### src/pmp_pkg.sv
// shared constants, types and helpers of the mac-side data port
package pmp_pkg;

  // ==========================================================================
  // clock and timing
  // ==========================================================================
  localparam int MCLK_PERIOD_PS  = 5000;
  localparam int MII100_PERIOD_PS = 40000;
  localparam int MII10_PERIOD_PS  = 400000;
  localparam int RMII_PERIOD_PS   = 20000;
  localparam int SQE_TIME_NS      = 1000;

  localparam logic [6:0] MII100_HALF  = 7'(MII100_PERIOD_PS / MCLK_PERIOD_PS / 2);
  localparam logic [6:0] MII10_HALF   = 7'(MII10_PERIOD_PS / MCLK_PERIOD_PS / 2);
  localparam logic [6:0] RMII_HALF    = 7'(RMII_PERIOD_PS / MCLK_PERIOD_PS / 2);
  localparam logic [7:0] SQE_CYCLES   = 8'((SQE_TIME_NS * 1000) / MCLK_PERIOD_PS);

  // ==========================================================================
  // rmii dibit repetition and data corruption
  // ==========================================================================
  localparam logic [3:0] RMII_REP_100M = 4'h1;
  localparam logic [3:0] RMII_REP_10M  = 4'hA;
  localparam logic [3:0] CORRUPT_MASK  = 4'hF;

  // ==========================================================================
  // types
  // ==========================================================================
  typedef struct packed {
    logic speed100;
    logic full_duplex;
    logic heartbeat_en;
  } pmp_cfg_t;

  typedef struct packed {
    logic [3:0] data;
    logic       err;
  } pmp_rx_item_t;

  function automatic logic [6:0] pmp_half_period(input logic rmii, input logic speed100);
    if (rmii) begin
      return RMII_HALF;
    end
    return speed100 ? MII100_HALF : MII10_HALF;
  endfunction

  function automatic logic [3:0] pmp_rep_load(input logic speed100);
    return speed100 ? RMII_REP_100M : RMII_REP_10M;
  endfunction

endpackage

### src/pmp_mac_port.sv
// mac-facing mii / rmii data port of a 10/100 transceiver
// How it works
// - mii half duplex: collision output high while transmit and receive overlap
// - mii 10M half duplex with heartbeat: about 1 us collision pulse after transmit
// - full duplex: collision held low, no heartbeat pulse
// - mii: carrier sense high while receive medium is busy
// - rmii: carrier sense pin carries combined crs_dv
// - mii receive clock at 25 MHz or 2.5 MHz by speed
// - rmii: mii clocks unused, both directions timed by 50 MHz reference
// - mii: rx_dv high exactly while nibble data valid
// - rmii: separate rx data valid independent of carrier sense
// - mii 100M: receive error on invalid symbol in packet
// - rmii 100M: receive error on media error while data valid
// - receive error also corrupts the data passed to the mac
// - mii: one nibble per receive clock, valid only with rx_dv
// - rmii: two bits per reference clock at 100M, each held 10 clocks at 10M, on the low data lines
// - mii transmit clock at 25 MHz or 2.5 MHz from reference
// - mii: mac drives nibble on transmit clock, device samples on it
// - rmii: mac drives dibits on reference, device samples on it
// - mode strap sampled during reset fixes mii or rmii
`timescale 1ns/1ps
module pmp_mac_port
  import pmp_pkg::*;
#(
  parameter int BUF_DEPTH = 2
) (
  input  wire logic         mclk_i,
  input  wire logic         srst_i,
  input  wire logic         rmii_strap_i,
  input  pmp_cfg_t          cfg_i,
  input  pmp_rx_item_t      rx_item_i,
  input  wire logic         rx_item_valid_i,
  output logic              rx_item_ready_o,
  input  wire logic         rx_carrier_i,
  output logic              rx_clk_o,
  output logic [3:0]        rxd_o,
  output logic              rx_dv_o,
  output logic              crs_o,
  output logic              rx_er_o,
  output logic              col_o,
  output logic              tx_clk_o,
  input  wire logic         tx_en_i,
  input  wire logic [3:0]   txd_i,
  output logic [3:0]        tx_nibble_o,
  output logic              tx_nibble_valid_o,
  output logic              tx_active_o,
  output logic              rmii_mode_o
);

  // ==========================================================================
  // declarations
  // ==========================================================================
  logic         rmii_mode_q;
  pmp_cfg_t     cfg_q;
  logic         carrier_q;
  logic [6:0]   div_cnt_q;
  logic         div_clk_q;
  logic [6:0]   half_cnt;
  logic         div_wrap;
  logic         rise_tick;
  logic         fall_tick;
  pmp_rx_item_t buf_item;
  logic         buf_valid;
  logic         rx_take;
  logic [3:0]   rx_cur_q;
  logic         rx_phase_q;
  logic [3:0]   rx_rep_q;
  logic [3:0]   rxd_q;
  logic         rx_dv_q;
  logic         rx_er_q;
  logic         crs_q;
  logic         tx_en_q;
  logic         tx_phase_q;
  logic [3:0]   tx_rep_q;
  logic [1:0]   tx_lo_q;
  logic [3:0]   tx_nib_q;
  logic         tx_nib_vld_q;
  logic [7:0]   sqe_q;
  logic         sqe_start;
  logic         mii_hdx;
  logic         col_q;

  function automatic logic [3:0] spoil(input pmp_rx_item_t it);
    return it.err ? (it.data ^ CORRUPT_MASK) : it.data;
  endfunction

  // ==========================================================================
  // strap and configuration
  // ==========================================================================
  // strap is caught while reset is held, then frozen until the next reset
  always_ff @(posedge mclk_i) begin
    if (srst_i) begin
      rmii_mode_q <= rmii_strap_i;
    end
  end

  always_ff @(posedge mclk_i) begin
    if (srst_i) begin
      cfg_q     <= '0;
      carrier_q <= 1'b0;
    end else begin
      cfg_q     <= cfg_i;
      carrier_q <= rx_carrier_i;
    end
  end

  assign rmii_mode_o = rmii_mode_q;

  // ==========================================================================
  // clock divider
  // ==========================================================================
  // mclk stands in for the primary reference; all interface timing is tick based
  assign half_cnt  = pmp_half_period(rmii_mode_q, cfg_q.speed100);
  assign div_wrap  = (div_cnt_q >= 7'(half_cnt - 1'b1));
  assign rise_tick = div_wrap & ~div_clk_q;
  assign fall_tick = div_wrap & div_clk_q;

  always_ff @(posedge mclk_i) begin
    if (srst_i) begin
      div_cnt_q <= '0;
      div_clk_q <= 1'b0;
    end else if (div_wrap) begin
      div_cnt_q <= '0;
      div_clk_q <= ~div_clk_q;
    end else begin
      div_cnt_q <= 7'(div_cnt_q + 1'b1);
    end
  end

  // in rmii the mac uses the reference directly, so both clock pins rest low
  assign rx_clk_o = div_clk_q & ~rmii_mode_q;
  assign tx_clk_o = div_clk_q & ~rmii_mode_q;

  // ==========================================================================
  // receive buffer
  // ==========================================================================
  // the mac cannot stall, so the drain follows the clock and back-pressure
  // reaches the line side through rx_item_ready_o
  assign rx_take = fall_tick & (rmii_mode_q ? ((rx_rep_q == 4'h0) & ~rx_phase_q) : 1'b1);

  pmp_skid_buf #(
    .WIDTH ($bits(pmp_rx_item_t)),
    .DEPTH (BUF_DEPTH)
  ) u_rx_buf (
    .mclk_i      (mclk_i),
    .srst_i      (srst_i),
    .in_data_i   (rx_item_i),
    .in_valid_i  (rx_item_valid_i),
    .in_ready_o  (rx_item_ready_o),
    .out_data_o  (buf_item),
    .out_valid_o (buf_valid),
    .out_ready_i (rx_take)
  );

  // ==========================================================================
  // receive drive
  // ==========================================================================
  always_ff @(posedge mclk_i) begin
    if (srst_i) begin
      rxd_q      <= '0;
      rx_dv_q    <= 1'b0;
      rx_er_q    <= 1'b0;
      crs_q      <= 1'b0;
      rx_cur_q   <= '0;
      rx_phase_q <= 1'b0;
      rx_rep_q   <= '0;
    end else begin
      if (!rmii_mode_q) begin
        crs_q <= carrier_q;
      end
      if (fall_tick && !rmii_mode_q) begin
        if (buf_valid) begin
          rxd_q   <= spoil(buf_item);
          rx_dv_q <= 1'b1;
          rx_er_q <= buf_item.err & cfg_q.speed100;
        end else begin
          rxd_q   <= '0;
          rx_dv_q <= 1'b0;
          rx_er_q <= 1'b0;
        end
      end else if (fall_tick && rmii_mode_q) begin
        if (rx_rep_q != 4'h0) begin
          // 10M rmii repeats each dibit for several reference cycles
          rx_rep_q <= 4'(rx_rep_q - 1'b1);
        end else begin
          rx_rep_q <= 4'(pmp_rep_load(cfg_q.speed100) - 1'b1);
          if (rx_phase_q) begin
            rxd_q      <= {2'h0, rx_cur_q[3:2]};
            rx_phase_q <= 1'b0;
            crs_q      <= 1'b1;
          end else if (buf_valid) begin
            rx_cur_q   <= spoil(buf_item);
            rxd_q      <= spoil(buf_item) & 4'h3;
            rx_phase_q <= 1'b1;
            rx_dv_q    <= 1'b1;
            rx_er_q    <= buf_item.err & cfg_q.speed100;
            // after carrier drops crs_dv toggles on nibble boundaries
            crs_q      <= carrier_q;
          end else begin
            rxd_q   <= '0;
            rx_dv_q <= 1'b0;
            rx_er_q <= 1'b0;
            crs_q   <= carrier_q;
          end
        end
      end
    end
  end

  assign rxd_o   = rxd_q;
  assign rx_dv_o = rx_dv_q;
  assign rx_er_o = rx_er_q;
  assign crs_o   = crs_q;

  // ==========================================================================
  // transmit sample
  // ==========================================================================
  always_ff @(posedge mclk_i) begin
    if (srst_i) begin
      tx_en_q      <= 1'b0;
      tx_phase_q   <= 1'b0;
      tx_rep_q     <= '0;
      tx_lo_q      <= '0;
      tx_nib_q     <= '0;
      tx_nib_vld_q <= 1'b0;
    end else begin
      tx_en_q      <= tx_en_i;
      tx_nib_vld_q <= 1'b0;
      if (rise_tick) begin
        if (!tx_en_i) begin
          tx_phase_q <= 1'b0;
          tx_rep_q   <= '0;
        end else if (!rmii_mode_q) begin
          tx_nib_q     <= txd_i;
          tx_nib_vld_q <= 1'b1;
        end else if (tx_rep_q != 4'h0) begin
          tx_rep_q <= 4'(tx_rep_q - 1'b1);
        end else begin
          tx_rep_q <= 4'(pmp_rep_load(cfg_q.speed100) - 1'b1);
          if (!tx_phase_q) begin
            tx_lo_q    <= txd_i[1:0];
            tx_phase_q <= 1'b1;
          end else begin
            tx_nib_q     <= {txd_i[1:0], tx_lo_q};
            tx_nib_vld_q <= 1'b1;
            tx_phase_q   <= 1'b0;
          end
        end
      end
    end
  end

  assign tx_nibble_o       = tx_nib_q;
  assign tx_nibble_valid_o = tx_nib_vld_q;
  assign tx_active_o       = tx_en_q;

  // ==========================================================================
  // collision and heartbeat
  // ==========================================================================
  // rmii has no collision pin, so col_o rests low there
  assign mii_hdx   = ~rmii_mode_q & ~cfg_q.full_duplex;
  assign sqe_start = tx_en_q & ~tx_en_i & mii_hdx & ~cfg_q.speed100 & cfg_q.heartbeat_en;

  always_ff @(posedge mclk_i) begin
    if (srst_i) begin
      sqe_q <= '0;
      col_q <= 1'b0;
    end else begin
      if (!mii_hdx) begin
        sqe_q <= '0;
      end else if (sqe_start) begin
        sqe_q <= SQE_CYCLES;
      end else if (sqe_q != 8'h00) begin
        sqe_q <= 8'(sqe_q - 1'b1);
      end
      col_q <= mii_hdx & ((tx_en_q & carrier_q) | (sqe_q != 8'h00));
    end
  end

  assign col_o = col_q;
endmodule

### src/pmp_skid_buf.sv
// small fifo with valid/ready on both sides
`timescale 1ns/1ps
module pmp_skid_buf #(
  parameter int WIDTH = 5,
  parameter int DEPTH = 2
) (
  input  wire logic             mclk_i,
  input  wire logic             srst_i,
  input  wire logic [WIDTH-1:0] in_data_i,
  input  wire logic             in_valid_i,
  output logic                  in_ready_o,
  output logic [WIDTH-1:0]      out_data_o,
  output logic                  out_valid_o,
  input  wire logic             out_ready_i
);

  localparam int PW = (DEPTH > 1) ? $clog2(DEPTH) : 1;
  localparam int CW = $clog2(DEPTH + 1);

  logic [WIDTH-1:0] mem_q [DEPTH];
  logic [PW-1:0]    wr_q;
  logic [PW-1:0]    rd_q;
  logic [CW-1:0]    cnt_q;
  logic             push;
  logic             pop;

  function automatic logic [PW-1:0] next_ptr(input logic [PW-1:0] p);
    return (p == PW'(DEPTH - 1)) ? '0 : PW'(p + 1'b1);
  endfunction

  // ==========================================================================
  // handshakes
  // ==========================================================================
  assign in_ready_o  = (cnt_q != CW'(DEPTH));
  assign out_valid_o = (cnt_q != '0);
  assign out_data_o  = mem_q[rd_q];
  assign push        = in_valid_i & in_ready_o;
  assign pop         = out_valid_o & out_ready_i;

  // ==========================================================================
  // storage and pointers
  // ==========================================================================
  always_ff @(posedge mclk_i) begin
    if (push) begin
      mem_q[wr_q] <= in_data_i;
    end
  end

  always_ff @(posedge mclk_i) begin
    if (srst_i) begin
      wr_q  <= '0;
      rd_q  <= '0;
      cnt_q <= '0;
    end else begin
      if (push) begin
        wr_q <= next_ptr(wr_q);
      end
      if (pop) begin
        rd_q <= next_ptr(rd_q);
      end
      unique case ({push, pop})
        2'b10:   cnt_q <= CW'(cnt_q + 1'b1);
        2'b01:   cnt_q <= CW'(cnt_q - 1'b1);
        default: cnt_q <= cnt_q;
      endcase
    end
  end

endmodule
### config.mk
export PLATFORM = sky130hd
export DESIGN_NAME = pmp_mac_port
export DESIGN_NICKNAME = d
export VERILOG_FILES = /design/src/pmp_pkg.sv /design/src/pmp_mac_port.sv /design/src/pmp_skid_buf.sv
export SDC_FILE = /design/constraint.sdc
export NUM_CORES = 1
export LEC_CHECK = 0
export ABC_AREA = 1
export BUFFER_PORTS_ARGS = -buffer_cell sky130_fd_sc_hd__buf_2
export CORE_UTILIZATION = 40
export CTS_CLUSTER_DIAMETER = 40
export DETAILED_ROUTE_END_ITERATION = 7
export HOLD_SLACK_MARGIN = 0.03
export PLACE_DENSITY_LB_ADDON = 0.3
export SYNTH_ARGS = -nofsm -noshare
export SYNTH_HDL_FRONTEND = slang
export SYNTH_SLANG_ARGS = --single-unit
### constraint.sdc
create_clock -name mclk_i -period 2.6 [get_ports mclk_i]
set_input_delay 0 -clock mclk_i [delete_from_list [all_inputs] [get_ports mclk_i]]
set_output_delay 0 -clock mclk_i [all_outputs]
set_load 0.01 [all_outputs]
After elaboration in Yosys (flattened, before gate mapping) --
Memories as Yosys holds them, arrays and structs flattened. A register that Yosys moved wholly into a read port is not among the register bits. Index checks and enable logic that the tools add are counted.
Word-level totals: bits in registers 55, memory bits (writable) 10, output and inout bits 18, memories 1
Cells by class: $add $sub $neg 10, $lt $le $gt $ge 1, equal/unequal tests 9, multiplexer cells 52, bitwise gates (word level) 29, reduce and logical (&&, ||, !) cells 24
Memory list:
- u_rx_buf.mem_q | words 2, width 5, read ports 1, clocked after Yosys merged registers in 1, write ports 1, RTL line pmp_skid_buf.sv:20 | logic [WIDTH-1:0] mem_q [DEPTH];
Operators by type and width (number):
- $mux W4 | 13
- $mux W1 | 31
- $mux W8 | 2
- $and A1 B1 Y1 | 15
- $mux W7 | 2
- $not A1 Y1 | 12
- $sub A4 B1 Y4 const B | 3
- $reduce_and A5 Y1 | 2
- $reduce_and A3 Y1 | 3
- $ne A2 B2 Y1 const B | 4
- $reduce_bool A2 Y1 | 4
- $reduce_bool A4 Y1 | 2
- $reduce_bool A8 Y1 | 1
- $sub A8 B1 Y8 const B | 1
- $add A7 B1 Y7 const B | 1
- $ge A7 B7 Y1 | 1
- $sub A7 B1 Y7 const B | 1
- $mux W6 | 1
- $ne A2 B1 Y1 const B | 3
- $reduce_and A2 Y1 | 3
- $reduce_or A3 Y1 | 2
- $logic_not A4 Y1 | 1
- $mux W2 | 2
- $not A4 Y4 | 1
- 11 further kinds | 14

Logic depth before layout (Yosys ltp) --
Gate-level depths: netlist of the first run.
depth in word-level cells 9, mapped depth 14

Cells and area by module --
Synthesis of the first run repeated with hierarchy kept, for this count alone.
Unflattened totals: cells, all modules 399, area total of the unflattened synthesis 3183.1 um^2
By module, submodules not included:
- pmp_mac_port | instances 1, cells each 346, area each 2548.7 um^2, seq. area each 991.0 um^2
- pmp_skid_buf | instances 1, cells each 53, area each 634.4 um^2, seq. area each 400.4 um^2

Worst setup path after synthesis of the first run --
Ideal clock, no wire load.
path kind reg2reg, start register rmii_mode_q (netlist: rmii_mode_o), end register u_rx_buf.cnt_q[1], library setup time 116 ps, data arrival time 2240 ps, path slack 244 ps, stages on the path, launching flop included 14, path buffers 0, cell sequence edfxtp_1 inv_1 nand2_1 ha_1 nand2_1 inv_1 a21oi_4 nand2_4 nand4_1 inv_1 ha_1 nor2_1 and3_1 nor3_1
On the way: longest elaborated chain between the ends 9, elaborated cells between the ends (all ways) 12
RTL lines:
- from (decl) | RTL line pmp_mac_port.sv:53 | logic rmii_mode_q;
- from (signal assigned) | RTL line pmp_mac_port.sv:93 | rmii_mode_q <= rmii_strap_i;
- $mux W1 | RTL line pmp_pkg.sv:40 | if (rmii) begin
- $mux W7 | RTL line pmp_pkg.sv:43 | return speed100 ? MII100_HALF : MII10_HALF;
- $sub A7 B1 Y7 | RTL line pmp_mac_port.sv:114 | assign div_wrap = (div_cnt_q >= 7'(half_cnt - 1'b1));
- $ge A7 B7 Y1 | RTL line pmp_mac_port.sv:114
- $and A1 B1 Y1 | RTL line pmp_mac_port.sv:116 | assign fall_tick = div_wrap & div_clk_q;
- $and A1 B1 Y1 * | RTL line pmp_mac_port.sv:139 | assign rx_take = fall_tick & (rmii_mode_q ? ((rx_rep_q == 4'h0) & ~rx_phase_q) : 1'b1);
- $and A1 B1 Y1 * | RTL line pmp_skid_buf.sv:38 | assign pop = out_valid_o & out_ready_i;
- via u_rx_buf.pop | RTL line pmp_skid_buf.sv:25 | logic pop;
- $eq A2 B1 Y1 / $eq A2 B2 Y1 (equally long branches) | RTL line pmp_skid_buf.sv:61 | unique case ({push, pop})
- $pmux W2 S2 / $reduce_bool A2 Y1 (equally long branches)
- to (signal assigned) | RTL line pmp_skid_buf.sv:62 | 2'b10: cnt_q <= CW'(cnt_q + 1'b1);
- to (signal assigned) | RTL line pmp_skid_buf.sv:63 | 2'b01: cnt_q <= CW'(cnt_q - 1'b1);
- to (signal assigned) | RTL line pmp_skid_buf.sv:64 | default: cnt_q <= cnt_q;
- to (decl) | RTL line pmp_skid_buf.sv:23 | logic [CW-1:0] cnt_q;
The timed path passes the listed nets; every way through them passes the cells marked *. A chain may end at the register's enable or synchronous reset.

Worst setup path after layout of the first run --
start register cfg_q[2] in the netlist's numbering, end register u_rx_buf.cnt_q[1]
On the way: longest elaborated chain between the ends 9, elaborated cells between the ends (all ways) 11
RTL lines:
- from (decl) | RTL line pmp_mac_port.sv:54 | pmp_cfg_t cfg_q;
- from (signal assigned) | RTL line pmp_mac_port.sv:102 | cfg_q <= cfg_i;
- $mux W6 * | RTL line pmp_pkg.sv:43
- $mux W7 * | RTL line pmp_pkg.sv:43
- $sub A7 B1 Y7 * | RTL line pmp_mac_port.sv:114
- $ge A7 B7 Y1 * | RTL line pmp_mac_port.sv:114
- $and A1 B1 Y1 * | RTL line pmp_mac_port.sv:116
- $and A1 B1 Y1 * | RTL line pmp_mac_port.sv:139
- $and A1 B1 Y1 * | RTL line pmp_skid_buf.sv:38
- via u_rx_buf.pop | RTL line pmp_skid_buf.sv:25
- $eq A2 B1 Y1 / $eq A2 B2 Y1 (equally long branches) | RTL line pmp_skid_buf.sv:61
- $pmux W2 S2 / $reduce_bool A2 Y1 (equally long branches)
Marked as above.

==> results of run 1 <==
-- flip-flops by register name, indices dropped and copies added (netlist names), 3 cells and up, named ones only --
name	flops
cfg_q	3
div_cnt_q	7
rx_rep_q	4
rxd_o	4
sqe_q	8
tx_nibble_o	4
tx_rep_q	4
u_rx_buf.mem_q	10
-- power groups by stage --
stage / Combinational (mW) / Sequential [mW] / Clock (mW)
6_report: 0.820 / 1.16 / 0.875
5_1_grt: 0.952 / 1.18 / 0.950
4_1_cts: 0.823 / 1.16 / 0.905
3_5_place_dp: 0.798 / 1.18 / 0
3_3_place_gp: 0.779 / 1.18 / 0
2_1_floorplan: 0.638 / 1.18 / 0
-- worst min path at each step --
stage / slack [ns] / to / cells after the start / startpoint
after floorplan: 0.07 / rx_rep_q[2]$_SDFFE_PP0P_ / 1 / srst_i
after global placement: 0.19 / u_rx_buf.mem_q[0][0]$_DFFE_PP_ / 1 / rx_item_i[0]
after detailed placement: 0.19 / u_rx_buf.mem_q[0][0]$_DFFE_PP_ / 1 / rx_item_i[0]
after CTS: 0.12 / cfg_q[0]$_SDFF_PP0_ / 3 / srst_i
after global routing: 0.13 / tx_rep_q[1]$_SDFFE_PP0P_ / 3 / srst_i
final: 0.13 / cfg_q[0]$_SDFF_PP0_ / 3 / srst_i
-- layout make-up --
class                   count  share of cell area (%)
repair buffers             54                   9.353
clock inverters             7                   2.027
multi-input cells         288                   39.31
inverters                  63                   6.377
well taps                 102                   3.336
clock buffers               9                   3.237
flip-flops and latches     64                   36.36
-- repair_timing --
item	in CTS	in global routing
hold buffers	16	0
resized for setup	0	0
endpoints found under the setup margin	0	0
endpoints found under the hold margin	22	0
-- cell families after synthesis --
family                     count (synthesis)  synth area share (%)
muxes                                      4                 1.265
buffers and inverters                     69                 8.656
xor gates and xnor gates                  10                 2.767
and+or+nand+nor                          211                 30.20
AOI/OAI and AO/OA                         51                 9.091
DFF                                       64                 43.95
adders and majority gates                 10                 3.953
other                                      1                0.1185
-- synthesized netlist by cell type, drive strengths merged --
library cell | count | area (um^2)
nor2 | 63 | 274.0
nand3b | 3 | 22.52
o2111ai | 1 | 8.760
xor2 | 4 | 35.03
conb | 1 | 3.750
mux2i | 4 | 40.04
nand2 | 109 | 464.2
buf | 4 | 22.52
and3 | 1 | 6.260
a211oi | 1 | 7.510
inv | 63 | 244.0
nand4 | 5 | 31.28
nor3 | 7 | 40.04
or2 | 2 | 12.51
xnor2 | 6 | 52.55
a21oi | 27 | 146.4
o21ai | 22 | 125.1
clkbuf | 2 | 7.510
ha | 10 | 125.1
dfxtp | 53 | 1061
nand3 | 21 | 105.1
edfxtp | 11 | 330.3
-- worst min-delay path: stages --
cell and delay, ns:
buf_2 0.11, buf_4 0.21, nor2_1 0.12
-- metrics by stage --
| step | setup WS, ns | total power [mW] | area (um^2) | utilization, % | cells |
|---|---|---|---|---|---|
| 3_3_place_gp | 0.3807 | 1.961 | 3465 | 45.07 | 555 |
| 6_report | 0.2952 | 2.856 | 3826 | 49.77 | 587 |
| 4_1_cts | 0.2793 | 2.890 | 3826 | 49.77 | 587 |
| 3_5_place_dp | 0.2965 | 1.981 | 3465 | 45.07 | 555 |
| 2_1_floorplan | 0.2438 | 1.815 | 3169 | - | 421 |
| 5_1_grt | 0.08696 | 3.081 | 3826 | 49.77 | 587 |
-- per-layer routing --
metal,vias up,track usage [%],part of all wire [%]
met4,0,5.952,1.3
met2,45,28.60,47
li1,1461,-,-
met3,7,5.025,4.1
met5,-,0,0
met1,1174,20.17,47
==> run metrics, run 1 <==
Clock power frac 30.6%; Reg2Reg Depth 13; pin count of the biggest net entering global routing 25; initial antenna violation count 0; fillers 763; total clock sinks 64; Netlist cell types 34; power per cell area 746.5 nW/um^2; logic gate share of total power 28.7%; drt via density 4.578; Avg WL per Cell 10.80 um; DR iter-0 viols 102; most used cell, CP inv_1; CTS Buf Count 9; Core Region 7687 um^2; row count 32; reg2reg end u_rx_buf.cnt_q[1]$_SDFFE_PP0P_; Mapped Avg Cell Area 7.537 um^2; most frequent cells in the layout nand2_1, inv_1, nor2_1, dfxtp_1, buf_2; I/O Pins 36; top cell family by delay on the critical path simple AND/OR/NAND/NOR gates; Final Slew Violations 0; Routed Antenna Nets 0; Critical path buffers and inverters 3; first-pass GRT wire length 11010 um; clock-pin slew on the worst setup and hold paths 0.08 ns; Critical Path AT 2.53 ns; Initial Util 41.18%; synthesized area 3166 um^2; CP endpoint u_rx_buf.cnt_q[1]$_SDFFE_PP0P_; crit start category flop; Seq cells post-synth 64; part of the power in registers 40.7%; chip width 90.96 um; WHS 0.1289 ns; flop2flop setup slack 0.30 ns; slowest CP cell dfxtp_1; Port Buffers 35; commonest non-fill, non-tap cell in the layout nand2_1; overflow left after global routing 0; GRT Overall Usage 16.85%; vias 2687; P&R area growth vs syn 20.87%; Net Sw Frac 34.53%; nets 508; maximum vdd drop 0.4392 mV; setup_tns 0 ns; routability cong. 0.7903; DP HPWL 4573 um; Ys Warns 0; Pleak 1.789 nW; post-layout min period 2.305 ns; CP Launch Point cfg_q[2]$_SDFF_PP0_; RSZ-0062 raised after global routing no; CP endpoint kind flop; status finished clean; crit-path max FO 8; worst skew pair latency 0.34 ns; worst path cell trace inv_1, nand2_1, ha_1, nand2_1, inv_1, a21oi_4, nand2_4, nand4_1, inv_1, ha_1, nor2_1, and3_1, nor3_1; FF/Latch Area 1391 um^2; Final Hold Vio Count 0; cell internal pwr 1.870 mW; Die Y 90.96 um; Final Cycle Share 88.65%; max_cap viols 0; Net Sw Power 986.1 uW; vias in the first global route 2524; sequential area share after synthesis 43.95%; 1st-pass router iterations 4; Reg-to-Reg Start cfg_q[2]$_SDFF_PP0_; layout cell share with drive strength beyond 1 16.70%; Slew @ Worst Pin 0.5109 ns; Fmax 0.4339 GHz; Synth Instances 420; Critical Path RT 2.83 ns; critical path start-end classification reg -> reg; htree depth 3; clock tree buffer depth 2; DRC Markers 0; # Post-CTS Setup Buffers 0; die area 8274 um^2; final setup violation count 0; drt total wl 6338 um; root buf cell clkbuf_8; Final Skew 0.008076 ns; area of the multi-input gates 1504 um^2; Critical Path Stages 13; Slew HR 65.82%; TritonCTS clock tree yes; antenna cells 0; worst hold path type in -> reg; delay of the slowest critical-path stage 0.32 ns
Note: power is estimated with default switching activity, not from simulation.
==> inputs of run 2 (changes only) <==
Settings changed: CTS_BUF_LIST set to sky130_fd_sc_hd__clkbuf_4 sky130_fd_sc_hd__clkbuf_8, GPL_TIMING_DRIVEN set to 0.
==> run 2 against run 1 <==
Net effect: sequential power is essentially flat; sequential share of layout area shrank 0.12 points; first-iteration DRC count shrank 17%; clock skew shrank 0.00098 ns; maximum frequency shrank 0.78%; non-clock buffer count grew 7; clock-buffer cell count is the same; die area is the same; global-route usage shrank 0.13 points; combinational power grew 0.6%; via count grew 1.2%; critical path type unchanged.
==> run metrics, run 2 (synthesis gave the netlist of run 1 again) <==
htree depth 3 (unchanged); final setup violation count 0 (unchanged); most frequent cells in the layout nand2_1, inv_1, nor2_1, dfxtp_1, buf_2; worst hold path type in -> reg; die area 8274 um^2 (unchanged); Final Cycle Share 89.34% (+0.70 points); total clock sinks 64 (unchanged); CP endpoint kind flop; Port Buffers 35 (unchanged); Final Slew Violations 0 (unchanged); Most flops, register u_rx_buf.mem_q; routability cong. 0.8481 (+7.3%); delay of the slowest critical-path stage 0.46 ns (+0.14 ns); Core Region 7687 um^2 (unchanged); power per cell area 711.7 nW/um^2 (-4.7%); Final Hold Vio Count 0 (unchanged); I/O Pins 36 (unchanged); P&R area growth vs syn 21.26%; Avg WL per Cell 10.52 um (-2.5%); TritonCTS clock tree yes; Die Y 90.96 um (unchanged); root buf cell clkbuf_8; Initial Util 41.18% (unchanged); status finished clean; crit start category flop; Placed Area 3472 um^2 (+0.22%); clock-pin slew on the worst setup and hold paths 0.07 ns (about the same); first-pass GRT wire length 11080 um (+0.63%); WHS 0.3684 ns (+0.2395 ns); Critical Path AT 2.56 ns (+0.03 ns); Fmax 0.4305 GHz (-0.78%); DP HPWL 4532 um (-0.91%); overflow left after global routing 0 (unchanged); clock tree buffer depth 2 (unchanged); worst skew pair latency 0.35 ns (about the same); max_cap viols 0 (unchanged); total power 2.732 mW (-4.4%); Setup WS pre-CTS -0.09547 ns (-0.3920 ns); Pleak 1.788 nW (about the same); Critical Path RT 2.83 ns (about the same); critical path start-end classification reg -> reg; maximum vdd drop 0.3730 mV (-15%); layout cell share with drive strength beyond 1 17.28% (+0.58 points); slowest CP cell edfxtp_1; max reg flops 10 (unchanged); GRT Overall Usage 16.71% (-0.13 points); fillers 784 (+2.8%); biggest regs u_rx_buf.mem_q (10), sqe_q (8), div_cnt_q (7); flop2flop setup slack 0.28 ns (-0.02 ns); initial antenna violation count 0 (unchanged); commonest non-fill, non-tap cell in the layout nand2_1; drt total wl 6251 um (-1.4%); post-layout min period 2.323 ns (+0.01810 ns); post-route setup slack 0.2771 ns (-0.01810 ns); 1st-pass router iterations 4 (unchanged); Post-Route Utilization 49.93% (+0.16 points); row count 32 (unchanged); chip width 90.96 um (unchanged); fin area 3839 um^2 (+0.33%); CTS Buf Count 9 (unchanged); Routed Antenna Nets 0 (unchanged); drt via density 4.576 (about the same); vias in the first global route 2641 (+4.6%); DRC Markers 0 (unchanged); RSZ-0062 raised after global routing no; worst path cell trace inv_4, nand2_1, ha_1, nand2_1, inv_1, a21oi_4, nand2_4, nand4_1, inv_1, ha_1, nor2_1, and3_1, nor3_1; pin count of the biggest net entering global routing 13 (-48%); nets 515 (+1.4%); DR iter-0 viols 85 (-17%); vias 2718 (+1.2%); crit-path max FO 8 (unchanged); antenna cells 0 (unchanged); Final Skew 0.007100 ns (-0.0009759 ns)
[run 2: cell count changes in the layout (fill, tap and decap cells not counted), moves of 2 or more]
cell and delta:
buf_2 +3, clkbuf_1 +2, clkinvlp_4 +3, inv_6 -2
[run 2: power breakdown]
part / leakage, nW / total (mW) / internal (mW) / switching (mW)
clock network: 0.0753 / 0.744 / 0.343 / 0.401
logic: 1.18 / 0.825 / 0.322 / 0.503
registers: 0.534 / 1.16 / 1.10 / 0.0646
[run 2: worst paths after layout]
path,startpoint,to,depth (start not counted)
worst min register to register,tx_lo_q[0]$_SDFFE_PP0P_,tx_lo_q[0]$_SDFFE_PP0P_,2
worst min-delay path,rmii_strap_i,rmii_mode_o$_DFFE_PP_,2
worst max register to register,rmii_mode_o$_DFFE_PP_,u_rx_buf.cnt_q[1]$_SDFFE_PP0P_,13
worst max-delay path,rmii_mode_o$_DFFE_PP_,u_rx_buf.cnt_q[1]$_SDFFE_PP0P_,13
[run 2: final cells by class]
class	count	area, um^2	share of cell area, %
Timing Repair Buffer	55	367.9	9.583
Tap cell	102	127.6	3.325
Clock buffer	9	123.9	3.227
Inverter	63	246.5	6.421
Clock inverter	7	47.55	1.239
Multi-Input combinational cell	288	1504	39.18
Buffer	6	30.03	0.7823
Sequential cell	64	1391	36.25
[run 2: through the flow]
step / TNS, ns / cells
5_1_grt: 0 / 594
3_5_place_dp: -0.1047 / 558
6_report: 0 / 594
2_1_floorplan: 0 / 421
4_1_cts: 0 / 592
3_3_place_gp: -0.09441 / 558
[run 2: timing repair]
action | 4_1_cts | 5_1_grt
hold buffers | 17 | 0
resized for setup | 1 | 1
pin swaps | 0 | 1
setup endpoints to repair | 2 | 2
hold endpoints to repair | 25 | 0
setup buffers | 1 | 2
[run 2: worst max-delay path, delay by kind of cell, from the launching register on]
| family | cells | cell delay, ns |
|---|---|---|
| adder cells (fa/ha/maj) | 2 | 0.59 |
| flip-flops | 1 | 0.46 |
| AO/OA/AOI/OAI | 1 | 0.18 |
| AND/OR/NAND/NOR | 7 | 0.76 |
| buffers and inverters | 3 | 0.23 |
[run 2: layer usage]
layer,wire (um),track usage [%],vias up,part of all wire (%)
met5,0,0,-,0
met4,65,6.349,0,1.0
met3,263,5.109,9,4.2
met2,2974,29.29,39,48
met1,2946,19.00,1208,47
li1,-,-,1462,-
